<file path="src/hdl/indicator_map.svh">
`ifndef INDICATOR_MAP_SVH
`define INDICATOR_MAP_SVH

// register byte offsets
`define IND_CTRL_OFS        8'h00
`define IND_EVENT_OFS       8'h04
`define IND_STATUS_OFS      8'h08

// condition register fields
`define IND_C_FACTORY       0
`define IND_C_CONFIG        1
`define IND_C_OWN_INT       2
`define IND_C_CASCADE       3
`define IND_C_LASER         4
`define IND_C_RST_REQ       5
`define IND_C_RST_FAULT     6
`define IND_C_BOX_VALID     7
`define IND_C_OVERRIDE      8
`define IND_C_MUTING        9
`define IND_CTRL_W          10
`define IND_CTRL_RST        10'h000

// event register fields (write one to fire, read shows hold flags)
`define IND_E_OVR_PRESS     0
`define IND_E_RST_PRESS     1

// status register fields
`define IND_S_PAT_LSB       0
`define IND_S_PAT_MSB       3
`define IND_S_DIAG4         4
`define IND_S_OVR_HOLD      5
`define IND_S_RST_HOLD      6

// how long a button press keeps its red indication
`define IND_HOLD_TIME_NS    100000000
`define IND_CLK_PERIOD_NS   8

`endif

</file>
<file path="src/hdl/indicator_pkg.sv">
`default_nettype none
package indicator_pkg;
    // display state of one light
    typedef enum logic [1:0] {MODE_OFF, MODE_FLASH, MODE_STEADY} ind_mode_t;
    // light colours
    typedef enum logic [2:0] {COL_NONE, COL_RED, COL_GREEN, COL_YELLOW, COL_WHITE} ind_color_t;
    // one indicator: mode, colour, and second colour for alternating patterns
    typedef struct packed {
        ind_mode_t  mode;
        ind_color_t color;
        ind_color_t alt;
    } ind_t;
    // decoded pattern of the safety-output, field and end-cap lights
    typedef enum logic [3:0] {
        PAT_OFF, PAT_CLEAR, PAT_FACTORY, PAT_CONFIG, PAT_OWN_INT, PAT_OVR_PRESS,
        PAT_RST_PRESS, PAT_OVERRIDE, PAT_BOX, PAT_RST_REQ, PAT_CASCADE
    } pat_t;
endpackage
`default_nettype wire

</file>
<file path="src/hdl/indicator_decoder.sv">
`include "indicator_map.svh"
`default_nettype none
module indicator_decoder
    import indicator_pkg::*;
#(
    parameter int HOLD_CYCLES = `IND_HOLD_TIME_NS / `IND_CLK_PERIOD_NS
) (
    input  wire logic        ref_clk,
    input  wire logic        rst,
    input  wire logic        hsel,
    input  wire logic [31:0] haddr,
    input  wire logic [1:0]  htrans,
    input  wire logic        hwrite,
    input  wire logic [2:0]  hsize,
    input  wire logic [31:0] hwdata,
    input  wire logic        hready,
    output var  logic [31:0] hrdata,
    output var  logic        hreadyout,
    output var  logic        hresp,
    output var  ind_t        safety_output_ind,
    output var  ind_t        field_ind,
    output var  ind_t        endcap_ind,
    output var  ind_t [7:0]  diag_ind
);

    // bus address-phase capture
    logic                    wr_pend_ff;     // write data due next cycle
    logic [7:0]              wr_addr_ff;     // offset of that write
    logic                    addr_take;      // valid word transfer seen
    // software-visible state
    logic [`IND_CTRL_W-1:0]  ctrl_ff;        // condition levels
    logic                    ovr_hold_ff;    // override press still shown
    logic                    rst_hold_ff;    // reset press still shown
    logic [31:0]             hold_cnt_ff;    // remaining press display time
    logic                    ovr_fire;       // event writes this cycle
    logic                    rst_fire;
    // decode results
    pat_t                    nxt_pat;
    pat_t                    pat_ff;
    ind_t                    nxt_so;
    ind_t                    nxt_field;
    ind_t                    nxt_endcap;
    ind_t [7:0]              nxt_diag;
    logic [31:0]             status_word;

    localparam ind_t IND_DARK   = '{MODE_OFF, COL_NONE, COL_NONE};
    localparam ind_t IND_RED    = '{MODE_STEADY, COL_RED, COL_NONE};
    localparam ind_t IND_GREEN  = '{MODE_STEADY, COL_GREEN, COL_NONE};
    localparam ind_t IND_YELLOW = '{MODE_STEADY, COL_YELLOW, COL_NONE};
    localparam ind_t IND_ALT_YG = '{MODE_FLASH, COL_YELLOW, COL_GREEN};

    // only whole-word non-sequential or sequential transfers are acted on
    assign addr_take = hsel && hready && htrans[1] && (hsize == 3'h2);

    // event pulses come from the data phase of a write to the event register
    assign ovr_fire = wr_pend_ff && (wr_addr_ff == `IND_EVENT_OFS)
                      && hwdata[`IND_E_OVR_PRESS];
    assign rst_fire = wr_pend_ff && (wr_addr_ff == `IND_EVENT_OFS)
                      && hwdata[`IND_E_RST_PRESS];

    // after the first clock edge out of reset the slave never stalls, and it never errors
    always_ff @(posedge ref_clk or posedge rst) begin
        if (rst) begin
            hreadyout <= 1'b0;
            hresp     <= 1'b0;
        end else begin
            hreadyout <= 1'b1;
            hresp     <= 1'b0;
        end
    end

    // address phase: remember a write, register read data at once
    always_ff @(posedge ref_clk or posedge rst) begin
        if (rst) begin
            wr_pend_ff <= 1'b0;
            wr_addr_ff <= 8'h00;
        end else begin
            wr_pend_ff <= addr_take && hwrite;
            wr_addr_ff <= haddr[7:0];
        end
    end

    // status word shows the block's own decoded state
    always_comb begin
        status_word = 32'h0000_0000;
        status_word[`IND_S_PAT_MSB:`IND_S_PAT_LSB] = pat_ff;
        status_word[`IND_S_DIAG4]    = (diag_ind[3].color == COL_YELLOW);
        status_word[`IND_S_OVR_HOLD] = ovr_hold_ff;
        status_word[`IND_S_RST_HOLD] = rst_hold_ff;
    end

    // read data is sampled in the address phase; a read straight after a
    // write to the same register would see the old value, which the
    // idle-separated master never provokes
    always_ff @(posedge ref_clk or posedge rst) begin
        if (rst) begin
            hrdata <= 32'h0000_0000;
        end else if (addr_take && !hwrite) begin
            unique case (haddr[7:0])
                `IND_CTRL_OFS:   hrdata <= {22'h000000, ctrl_ff};
                `IND_EVENT_OFS:  hrdata <= {30'h00000000, rst_hold_ff, ovr_hold_ff};
                `IND_STATUS_OFS: hrdata <= status_word;
                default:         hrdata <= 32'h0000_0000; // unmapped reads zero
            endcase
        end
    end

    // condition register, written in the data phase
    always_ff @(posedge ref_clk or posedge rst) begin
        if (rst) begin
            ctrl_ff <= `IND_CTRL_RST;
        end else if (wr_pend_ff && (wr_addr_ff == `IND_CTRL_OFS)) begin
            ctrl_ff <= hwdata[`IND_CTRL_W-1:0];
        end
    end

    // button presses are shown for a fixed time; a new press restarts it
    always_ff @(posedge ref_clk or posedge rst) begin
        if (rst) begin
            ovr_hold_ff <= 1'b0;
            rst_hold_ff <= 1'b0;
            hold_cnt_ff <= 32'h0000_0000;
        end else if (ovr_fire || rst_fire) begin
            ovr_hold_ff <= ovr_hold_ff || ovr_fire;
            rst_hold_ff <= rst_hold_ff || rst_fire;
            hold_cnt_ff <= 32'(HOLD_CYCLES);
        end else if (hold_cnt_ff > 32'h0000_0001) begin
            hold_cnt_ff <= hold_cnt_ff - 32'h0000_0001;
        end else begin
            // expiry: both flags drop together
            hold_cnt_ff <= 32'h0000_0000;
            ovr_hold_ff <= 1'b0;
            rst_hold_ff <= 1'b0;
        end
    end

    // pattern selection by fixed priority
    always_comb begin
        if (ctrl_ff[`IND_C_FACTORY]) begin
            nxt_pat = PAT_FACTORY;
        end else if (ctrl_ff[`IND_C_CONFIG]) begin
            nxt_pat = PAT_CONFIG;
        end else if (ctrl_ff[`IND_C_OWN_INT]) begin
            nxt_pat = PAT_OWN_INT;
        end else if (ovr_hold_ff) begin
            nxt_pat = PAT_OVR_PRESS;
        end else if (rst_hold_ff) begin
            nxt_pat = PAT_RST_PRESS;
        end else if (ctrl_ff[`IND_C_OVERRIDE] || ctrl_ff[`IND_C_MUTING]) begin
            nxt_pat = PAT_OVERRIDE;
        end else if (ctrl_ff[`IND_C_BOX_VALID]) begin
            nxt_pat = PAT_BOX;
        end else if (ctrl_ff[`IND_C_RST_REQ]) begin
            nxt_pat = PAT_RST_REQ;
        end else if (ctrl_ff[`IND_C_CASCADE] || ctrl_ff[`IND_C_LASER]) begin
            nxt_pat = PAT_CASCADE;
        end else begin
            nxt_pat = PAT_CLEAR;
        end
    end

    // pattern to the three main lights
    always_comb begin
        unique case (nxt_pat)
            PAT_CLEAR: begin
                nxt_so = IND_GREEN;
                nxt_field = IND_GREEN;
                nxt_endcap = IND_GREEN;
            end
            PAT_FACTORY: begin
                nxt_so = IND_RED;
                nxt_field = IND_ALT_YG;
                nxt_endcap = IND_ALT_YG;
            end
            PAT_CONFIG, PAT_CASCADE: begin
                nxt_so = IND_RED;
                nxt_field = IND_GREEN;
                nxt_endcap = IND_GREEN;
            end
            PAT_OWN_INT, PAT_OVR_PRESS, PAT_RST_PRESS: begin
                nxt_so = IND_RED;
                nxt_field = IND_RED;
                nxt_endcap = IND_RED;
            end
            PAT_OVERRIDE, PAT_BOX: begin
                nxt_so = IND_GREEN;
                nxt_field = IND_YELLOW;
                nxt_endcap = IND_YELLOW;
            end
            PAT_RST_REQ: begin
                nxt_so = IND_RED;
                nxt_field = IND_YELLOW;
                nxt_endcap = IND_YELLOW;
            end
            default: begin
                nxt_so = IND_DARK;
                nxt_field = IND_DARK;
                nxt_endcap = IND_DARK;
            end
        endcase
    end

    // diagnostics: dark except the reset-button fault, and all dark
    // during factory reset
    generate
        for (genvar i = 0; i < 8; i++) begin : g_diag
            always_comb begin
                if (i == 3 && ctrl_ff[`IND_C_RST_FAULT] && !ctrl_ff[`IND_C_FACTORY]) begin
                    nxt_diag[i] = IND_YELLOW;
                end else begin
                    nxt_diag[i] = IND_DARK;
                end
            end
        end
    endgenerate

    // all lights change on the clock and are off under reset
    always_ff @(posedge ref_clk or posedge rst) begin
        if (rst) begin
            pat_ff            <= PAT_OFF;
            safety_output_ind <= IND_DARK;
            field_ind         <= IND_DARK;
            endcap_ind        <= IND_DARK;
            diag_ind          <= {8{IND_DARK}};
        end else begin
            pat_ff            <= nxt_pat;
            safety_output_ind <= nxt_so;
            field_ind         <= nxt_field;
            endcap_ind        <= nxt_endcap;
            diag_ind          <= nxt_diag;
        end
    end

    // checks
    // the edge that releases reset still leaves the lights dark, so the
    // slave-ready flag keeps that edge out of the check
    all_clear_a: assert property (@(posedge ref_clk) disable iff (rst)
        (hreadyout && ctrl_ff == `IND_CTRL_RST && !ovr_hold_ff && !rst_hold_ff)
        |=> (safety_output_ind == IND_GREEN && field_ind == IND_GREEN
             && endcap_ind == IND_GREEN))
        else $error("clear fields not shown green");

    factory_pattern_a: assert property (@(posedge ref_clk) disable iff (rst)
        ctrl_ff[`IND_C_FACTORY]
        |=> (safety_output_ind == IND_RED && field_ind.mode == MODE_FLASH
             && endcap_ind.alt == COL_GREEN && diag_ind == {8{IND_DARK}}))
        else $error("factory reset pattern wrong");

    cascade_red_a: assert property (@(posedge ref_clk) disable iff (rst)
        (pat_ff == PAT_CASCADE) |-> (safety_output_ind == IND_RED
            && field_ind == IND_GREEN && endcap_ind == IND_GREEN
            && !$past(ctrl_ff[`IND_C_OWN_INT])))
        else $error("cascade pattern wrong");

    own_int_a: assert property (@(posedge ref_clk) disable iff (rst)
        (ctrl_ff[`IND_C_OWN_INT] && !ctrl_ff[`IND_C_FACTORY] && !ctrl_ff[`IND_C_CONFIG])
        |=> (safety_output_ind == IND_RED && field_ind == IND_RED
             && endcap_ind == IND_RED))
        else $error("own interruption not red");

    press_red_a: assert property (@(posedge ref_clk) disable iff (rst)
        (ovr_fire && ctrl_ff[1:0] == 2'b00 && !ctrl_ff[`IND_C_OWN_INT])
        |=> ##1 (pat_ff == PAT_OVR_PRESS && field_ind == IND_RED))
        else $error("override press not shown red");

    hold_len_a: assert property (@(posedge ref_clk) disable iff (rst)
        (rst_fire) |=> (rst_hold_ff && hold_cnt_ff == 32'(HOLD_CYCLES)))
        else $error("press hold not started");

    rst_req_a: assert property (@(posedge ref_clk) disable iff (rst)
        (pat_ff == PAT_RST_REQ) |-> (safety_output_ind == IND_RED
            && field_ind == IND_YELLOW && endcap_ind == IND_YELLOW))
        else $error("reset required pattern wrong");

    diag_fault_a: assert property (@(posedge ref_clk) disable iff (rst)
        (ctrl_ff[`IND_C_RST_FAULT] && !ctrl_ff[`IND_C_FACTORY])
        |=> (diag_ind[3] == IND_YELLOW && diag_ind[2] == IND_DARK))
        else $error("reset button fault not on diagnostic 4");

    box_green_a: assert property (@(posedge ref_clk) disable iff (rst)
        (pat_ff == PAT_BOX || pat_ff == PAT_OVERRIDE)
        |-> (safety_output_ind == IND_GREEN && field_ind == IND_YELLOW))
        else $error("box or override pattern wrong");

    config_prio_a: assert property (@(posedge ref_clk) disable iff (rst)
        (ctrl_ff[`IND_C_CONFIG] && !ctrl_ff[`IND_C_FACTORY])
        |=> (pat_ff == PAT_CONFIG && field_ind == IND_GREEN))
        else $error("configuration mode not dominant");

    // a press loads the full hold time and raises its own flag
    ovr_hold_a: assert property (@(posedge ref_clk) disable iff (rst)
        ovr_fire |=> (ovr_hold_ff && hold_cnt_ff == 32'(HOLD_CYCLES)))
        else $error("override press hold not started");

    // on the last count both press flags drop and the counter rests at zero
    hold_expiry_a: assert property (@(posedge ref_clk) disable iff (rst)
        (hold_cnt_ff == 32'h0000_0001 && !ovr_fire && !rst_fire)
        |=> (!ovr_hold_ff && !rst_hold_ff && hold_cnt_ff == 32'h0000_0000))
        else $error("press hold did not expire");

    // a reset press is shown red whenever nothing stronger is pending
    rst_press_a: assert property (@(posedge ref_clk) disable iff (rst)
        (rst_hold_ff && !ovr_hold_ff
         && ctrl_ff[`IND_C_OWN_INT:`IND_C_FACTORY] == 3'h0)
        |=> (pat_ff == PAT_RST_PRESS && safety_output_ind == IND_RED
             && field_ind == IND_RED && endcap_ind == IND_RED))
        else $error("reset press not shown red");

    // flashing belongs to the factory reset pattern alone
    flash_only_a: assert property (@(posedge ref_clk) disable iff (rst)
        !ctrl_ff[`IND_C_FACTORY]
        |=> (field_ind.mode != MODE_FLASH && endcap_ind.mode != MODE_FLASH
             && safety_output_ind.mode != MODE_FLASH))
        else $error("flashing outside factory reset");

    // without a button fault, or under factory reset, every diagnostic is dark
    diag_quiet_a: assert property (@(posedge ref_clk) disable iff (rst)
        (!ctrl_ff[`IND_C_RST_FAULT] || ctrl_ff[`IND_C_FACTORY])
        |=> (diag_ind == {8{IND_DARK}}))
        else $error("diagnostic lit without a fault");

    // reset darkens every light and holds the slave not ready; this check
    // is not disabled by reset, since reset is what it watches
    reset_dark_a: assert property (@(posedge ref_clk)
        rst |=> (safety_output_ind == IND_DARK && field_ind == IND_DARK
                 && endcap_ind == IND_DARK && diag_ind == {8{IND_DARK}}
                 && hreadyout == 1'b0 && hresp == 1'b0))
        else $error("lights not dark under reset");

    // once ready, the slave stays ready and always answers okay
    ready_up_a: assert property (@(posedge ref_clk) disable iff (rst)
        hreadyout |=> (hreadyout && hresp == 1'b0))
        else $error("slave dropped ready or flagged an error");

endmodule // indicator_decoder
`default_nettype wire

</file>
<file path="config.mk">
export PLATFORM = sky130hd
export DESIGN_NAME = indicator_decoder
export DESIGN_NICKNAME = d
export VERILOG_FILES = /design/src/hdl/indicator_pkg.sv /design/src/hdl/indicator_decoder.sv
export VERILOG_INCLUDE_DIRS = /design/src /design/src/hdl
export SDC_FILE = /design/constraint.sdc
export NUM_CORES = 1
export LEC_CHECK = 0
export ABC_AREA = 1
export BUFFER_PORTS_ARGS = -buffer_cell sky130_fd_sc_hd__buf_2
export CAP_MARGIN = 5
export CORE_ASPECT_RATIO = 0.7
export CORE_MARGIN = 3
export CORE_UTILIZATION = 45
export DETAILED_ROUTE_END_ITERATION = 10
export PLACE_DENSITY = 0.77
export SLEW_MARGIN = 10
export SYNTH_ARGS = -nofsm -noshare
export SYNTH_HDL_FRONTEND = slang
export SYNTH_SLANG_ARGS = --single-unit
</file>
<file path="constraint.sdc">
create_clock -name ref_clk -period 6.9 [get_ports ref_clk]
set_input_delay 1.38 -clock ref_clk [delete_from_list [all_inputs] [get_ports ref_clk]]
set_output_delay 1.38 -clock ref_clk [all_outputs]
set_load 0.05 [all_outputs]
</file>
==> metrics.md <==
| Metric | Value |
|---|---|
| GP Congestion | `1.007` |
| Met2 WL | `between 3 and 4 mm` |
| Pre-CTS WS | `3848 ps` |
| Sequential share of the synthesized area | `0.4296` |
| Setup tns final | `0 ps` |
| Post-synthesis area per instance | `between 8 and 9 um2` |
| Routed wire length | `9.014 mm` |
| Core area | `~9300 um2` |
| Mux share of post-synthesis cell area | `0.002544` |
| Vias/cell | `4.728` |
| Post-DP HPWL | `6.820 mm` |
| Post-Synth Simple-Gate Area | `0.2484` |
| Kind of capture point of the worst setup path | `flop` |
| Critical Path Fanout Max | `12` |
| Clock Tree Root | `clkbuf_16` |
| # IOs | `196` |
| Placement Cell Area | `4412 um2` |
| Clk slew on worst S/H paths | `~60 ps` |
| Total number of vias | `approximately 3400` |
| Crit-path slowest cell | `nor2_1` |
| Fillers | `860` |
| Die Ht | `between 80 and 90 um` |
| Post-synth ARST share | `1.000` |
| DRT iter0 DRCs | `about 280` |
| Critical path required time | `between 7000 and 8000 ps` |
| Clock Sinks | `76` |
| Worst reg-to-reg setup slack | `4750 ps` |
| Final Hold Fails | `0` |
| Worst vdd ir | `approximately 0.00016 V` |
| Least-Margin Pin Slew | `931.2 ps` |
| Initial core utilization | `0.4747` |
| I/O Buffers | `53` |
| Most used DFF post-synth | `dfrtp_1` |
| Initial antenna violation count | `0` |
| DRC Markers | `0` |
| Final ANT Viol Nets | `0` |
| Drt pass-1 iters | `5` |
| Vias in the first global route | `3058` |
| Arr. time, crit path | `2930 ps` |
| Crit path cell chain | `buf_2 > nor2_1 > nand4_1 > nor2_1 > inv_1 > o31ai_1` |
| WL met1 | `3.974 mm` |
| Top Family by Delay on Critical Path | `simple AND/OR/NAND/NOR gates` |
| Num CTS Buffers | `9` |
| P_leak | `2.459 nW` |
| H-tree Lvls | `3` |
| Post-synthesis compound-gate area fraction | `0.05879` |
| DR WL/cell | `between 10 and 15 um` |
| Fin. max-slew vios | `0` |
| Most used cell, CP | `nor2_1` |
| CTS tree | `built` |
| Post-synth EDFFs | `0` |
| Status | `complete, no violations` |
| First-pass GRT wire length | `14.41 mm` |
| Distinct cells, synth | `40` |
| Die Wd | `124.5 um` |
| NumNets Final | `670` |
| DR top layer | `met4` |
| Largest net degree at the start of global routing | `a little under 80` |
| Slowest stage delay, CP | `550 ps` |
| Hold_buf cts | `0` |
| GRT Residual Overflow | `0` |
| Fin crit period | `2694 ps` |
| Final Cycle Share | `0.3904` |
| Resized Gates After CTS | `0` |
| Slew margin rel. | `0.3792` |
| Detail Route met3 WL | `994 um` |
| Max Clock Freq | `371.2 MHz` |
| Adder-Cell Fraction of Synth Area | `0.01131` |
| Main combinational cell family by area after synthesis | `simple AND/OR/NAND/NOR gates` |
| Startpoint Class | `primary input` |
| Synth Area in XOR/XNOR | `0.02968` |
| Hold/Removal Path Class | `flop to flop` |
| P&R area growth vs syn | `6.246%` |
| CP bufs+invs | `2` |
| Crit Path Class | `primary input to flop` |
| Ant diodes | `0` |
| Clk_lat worst skew | `about 330 ps` |
| Synth Warn # | `0` |
| Finish-stage setup viols | `0` |
| Post-CTS Setup Inserts | `0` |
| Die Area | `roughly 11000 um2` |
| # rows | `29` |
| Max clock buf depth | `2` |
| Final worst slack | `4206 ps` |
| RSZ-0062 raised after global routing | `false` |
| Power Density | `257.4 nW/um2` |
| #FFs+latches synth | `76` |
| Final instance area | `4703 um2` |
| Maxcap violations | `0` |
| Most frequent cells in the layout | `nand2_1, conb_1, nor2_1, dfrtp_1, buf_2` |
| Share of layout cells above drive strength 1 | `0.1560` |
| Post-Syn Area | `4427 um2` |
| Synth Instances | `540` |
| Skew final | `~4.5 ps` |
| Gr usage total | `0.1637` |
==> final timing paths <==
| check | startpoint | to | cells past startpoint |
|---|---|---|---|
| max reg2reg | hold_cnt_ff[19] | hold_cnt_ff[28] | 8 |
| min in group asynchronous | rst | hrdata[2] | 3 |
| min | ctrl_ff[0] | diag_ind[27] | 1 |
| min reg2reg | ctrl_ff[0] | diag_ind[27] | 1 |
| max | hsize[0] | hrdata[8] | 6 |
| max in group asynchronous | rst | field_ind[7] | 3 |
==> metrics by stage <==
stage / total power (W) / utilization / cells / hold WS, ps
floorplan: 0.0007689 / - / 635 / 424.2
global placement: 0.0007519 / 0.4731 / 705 / 437.4
detailed placement: 0.0007578 / 0.4731 / 705 / 460.9
CTS: 0.001219 / 0.5044 / 720 / 464.5
global route: 0.001260 / 0.5044 / 720 / 499.6
finish: 0.001211 / 0.5044 / 720 / 461.0
==> Yosys cell counts (3+ instances only) <==
library cell	instances	area, um2
buf_4	105	788.3
nand2_1	97	364.1
nor2_1	81	304.0
dfrtp_1	76	1902
inv_1	42	157.7
nand3_1	19	95.09
a21oi_1	18	90.09
o21ai_0	14	70.07
nand4_1	13	81.33
xor2_1	11	96.34
nor3_1	7	35.03
ha_1	4	50.05
or2_2	4	25.02
xnor2_1	4	35.03
clkbuf_1	3	11.26
nand2_2	3	18.77
nor3_2	3	30.03
o21ai_1	3	15.01
==> layer usage <==
layer / up-vias / track usage
met1: 1585 / 0.2254
met5: - / 0
li1: 1610 / -
met2: 194 / 0.2436
met3: 15 / 0.06030
met4: 0 / 0.04975
==> sequential cells by signal, summed over array words and instances (netlist names) <==
signal and count:
ovr_hold_ff 1, rst_hold_ff 1, diag_ind 1, hrdata 10, endcap_ind 3, hreadyout 1
hold_cnt_ff 32, field_ind 1, ctrl_ff 10, wr_pend_ff 1, pat_ff 4, safety_output_ind 3
wr_addr_ff 8
==> logic make-up (layout without fill, tap and decap cells) <==
logic type | after synthesis | in the layout
other cells | 2 | 97
fa+ha+maj | 4 | 4
xor+xnor | 15 | 15
compound gates | 46 | 46
flops | 76 | 76
buf+inv | 152 | 113
simple gates | 244 | 244
mux | 1 | 1
==> final cells by class <==
class / count / area, um2 / area share
multi-input combinational: 407 / 1917 / 0.4076
sequential: 76 / 1902 / 0.4044
timing repair buffer: 54 / 272.8 / 0.05799
clock buffer: 10 / 239.0 / 0.05081
inverter: 44 / 165.2 / 0.03512
tap: 124 / 155.1 / 0.03299
clock inverter: 5 / 52.55 / 0.01117
==> power breakdown <==
part	switching [W]	total [W]	internal, W	leakage (nW)
logic	0.000197	0.000243	0.0000454	1.41
clock network	0.000173	0.000459	0.000285	0.144
registers	0.0000285	0.000509	0.000481	0.903
total	0.000399	0.00121	0.000812	2.46
No activity file was read; power rests on OpenSTA's default activity.
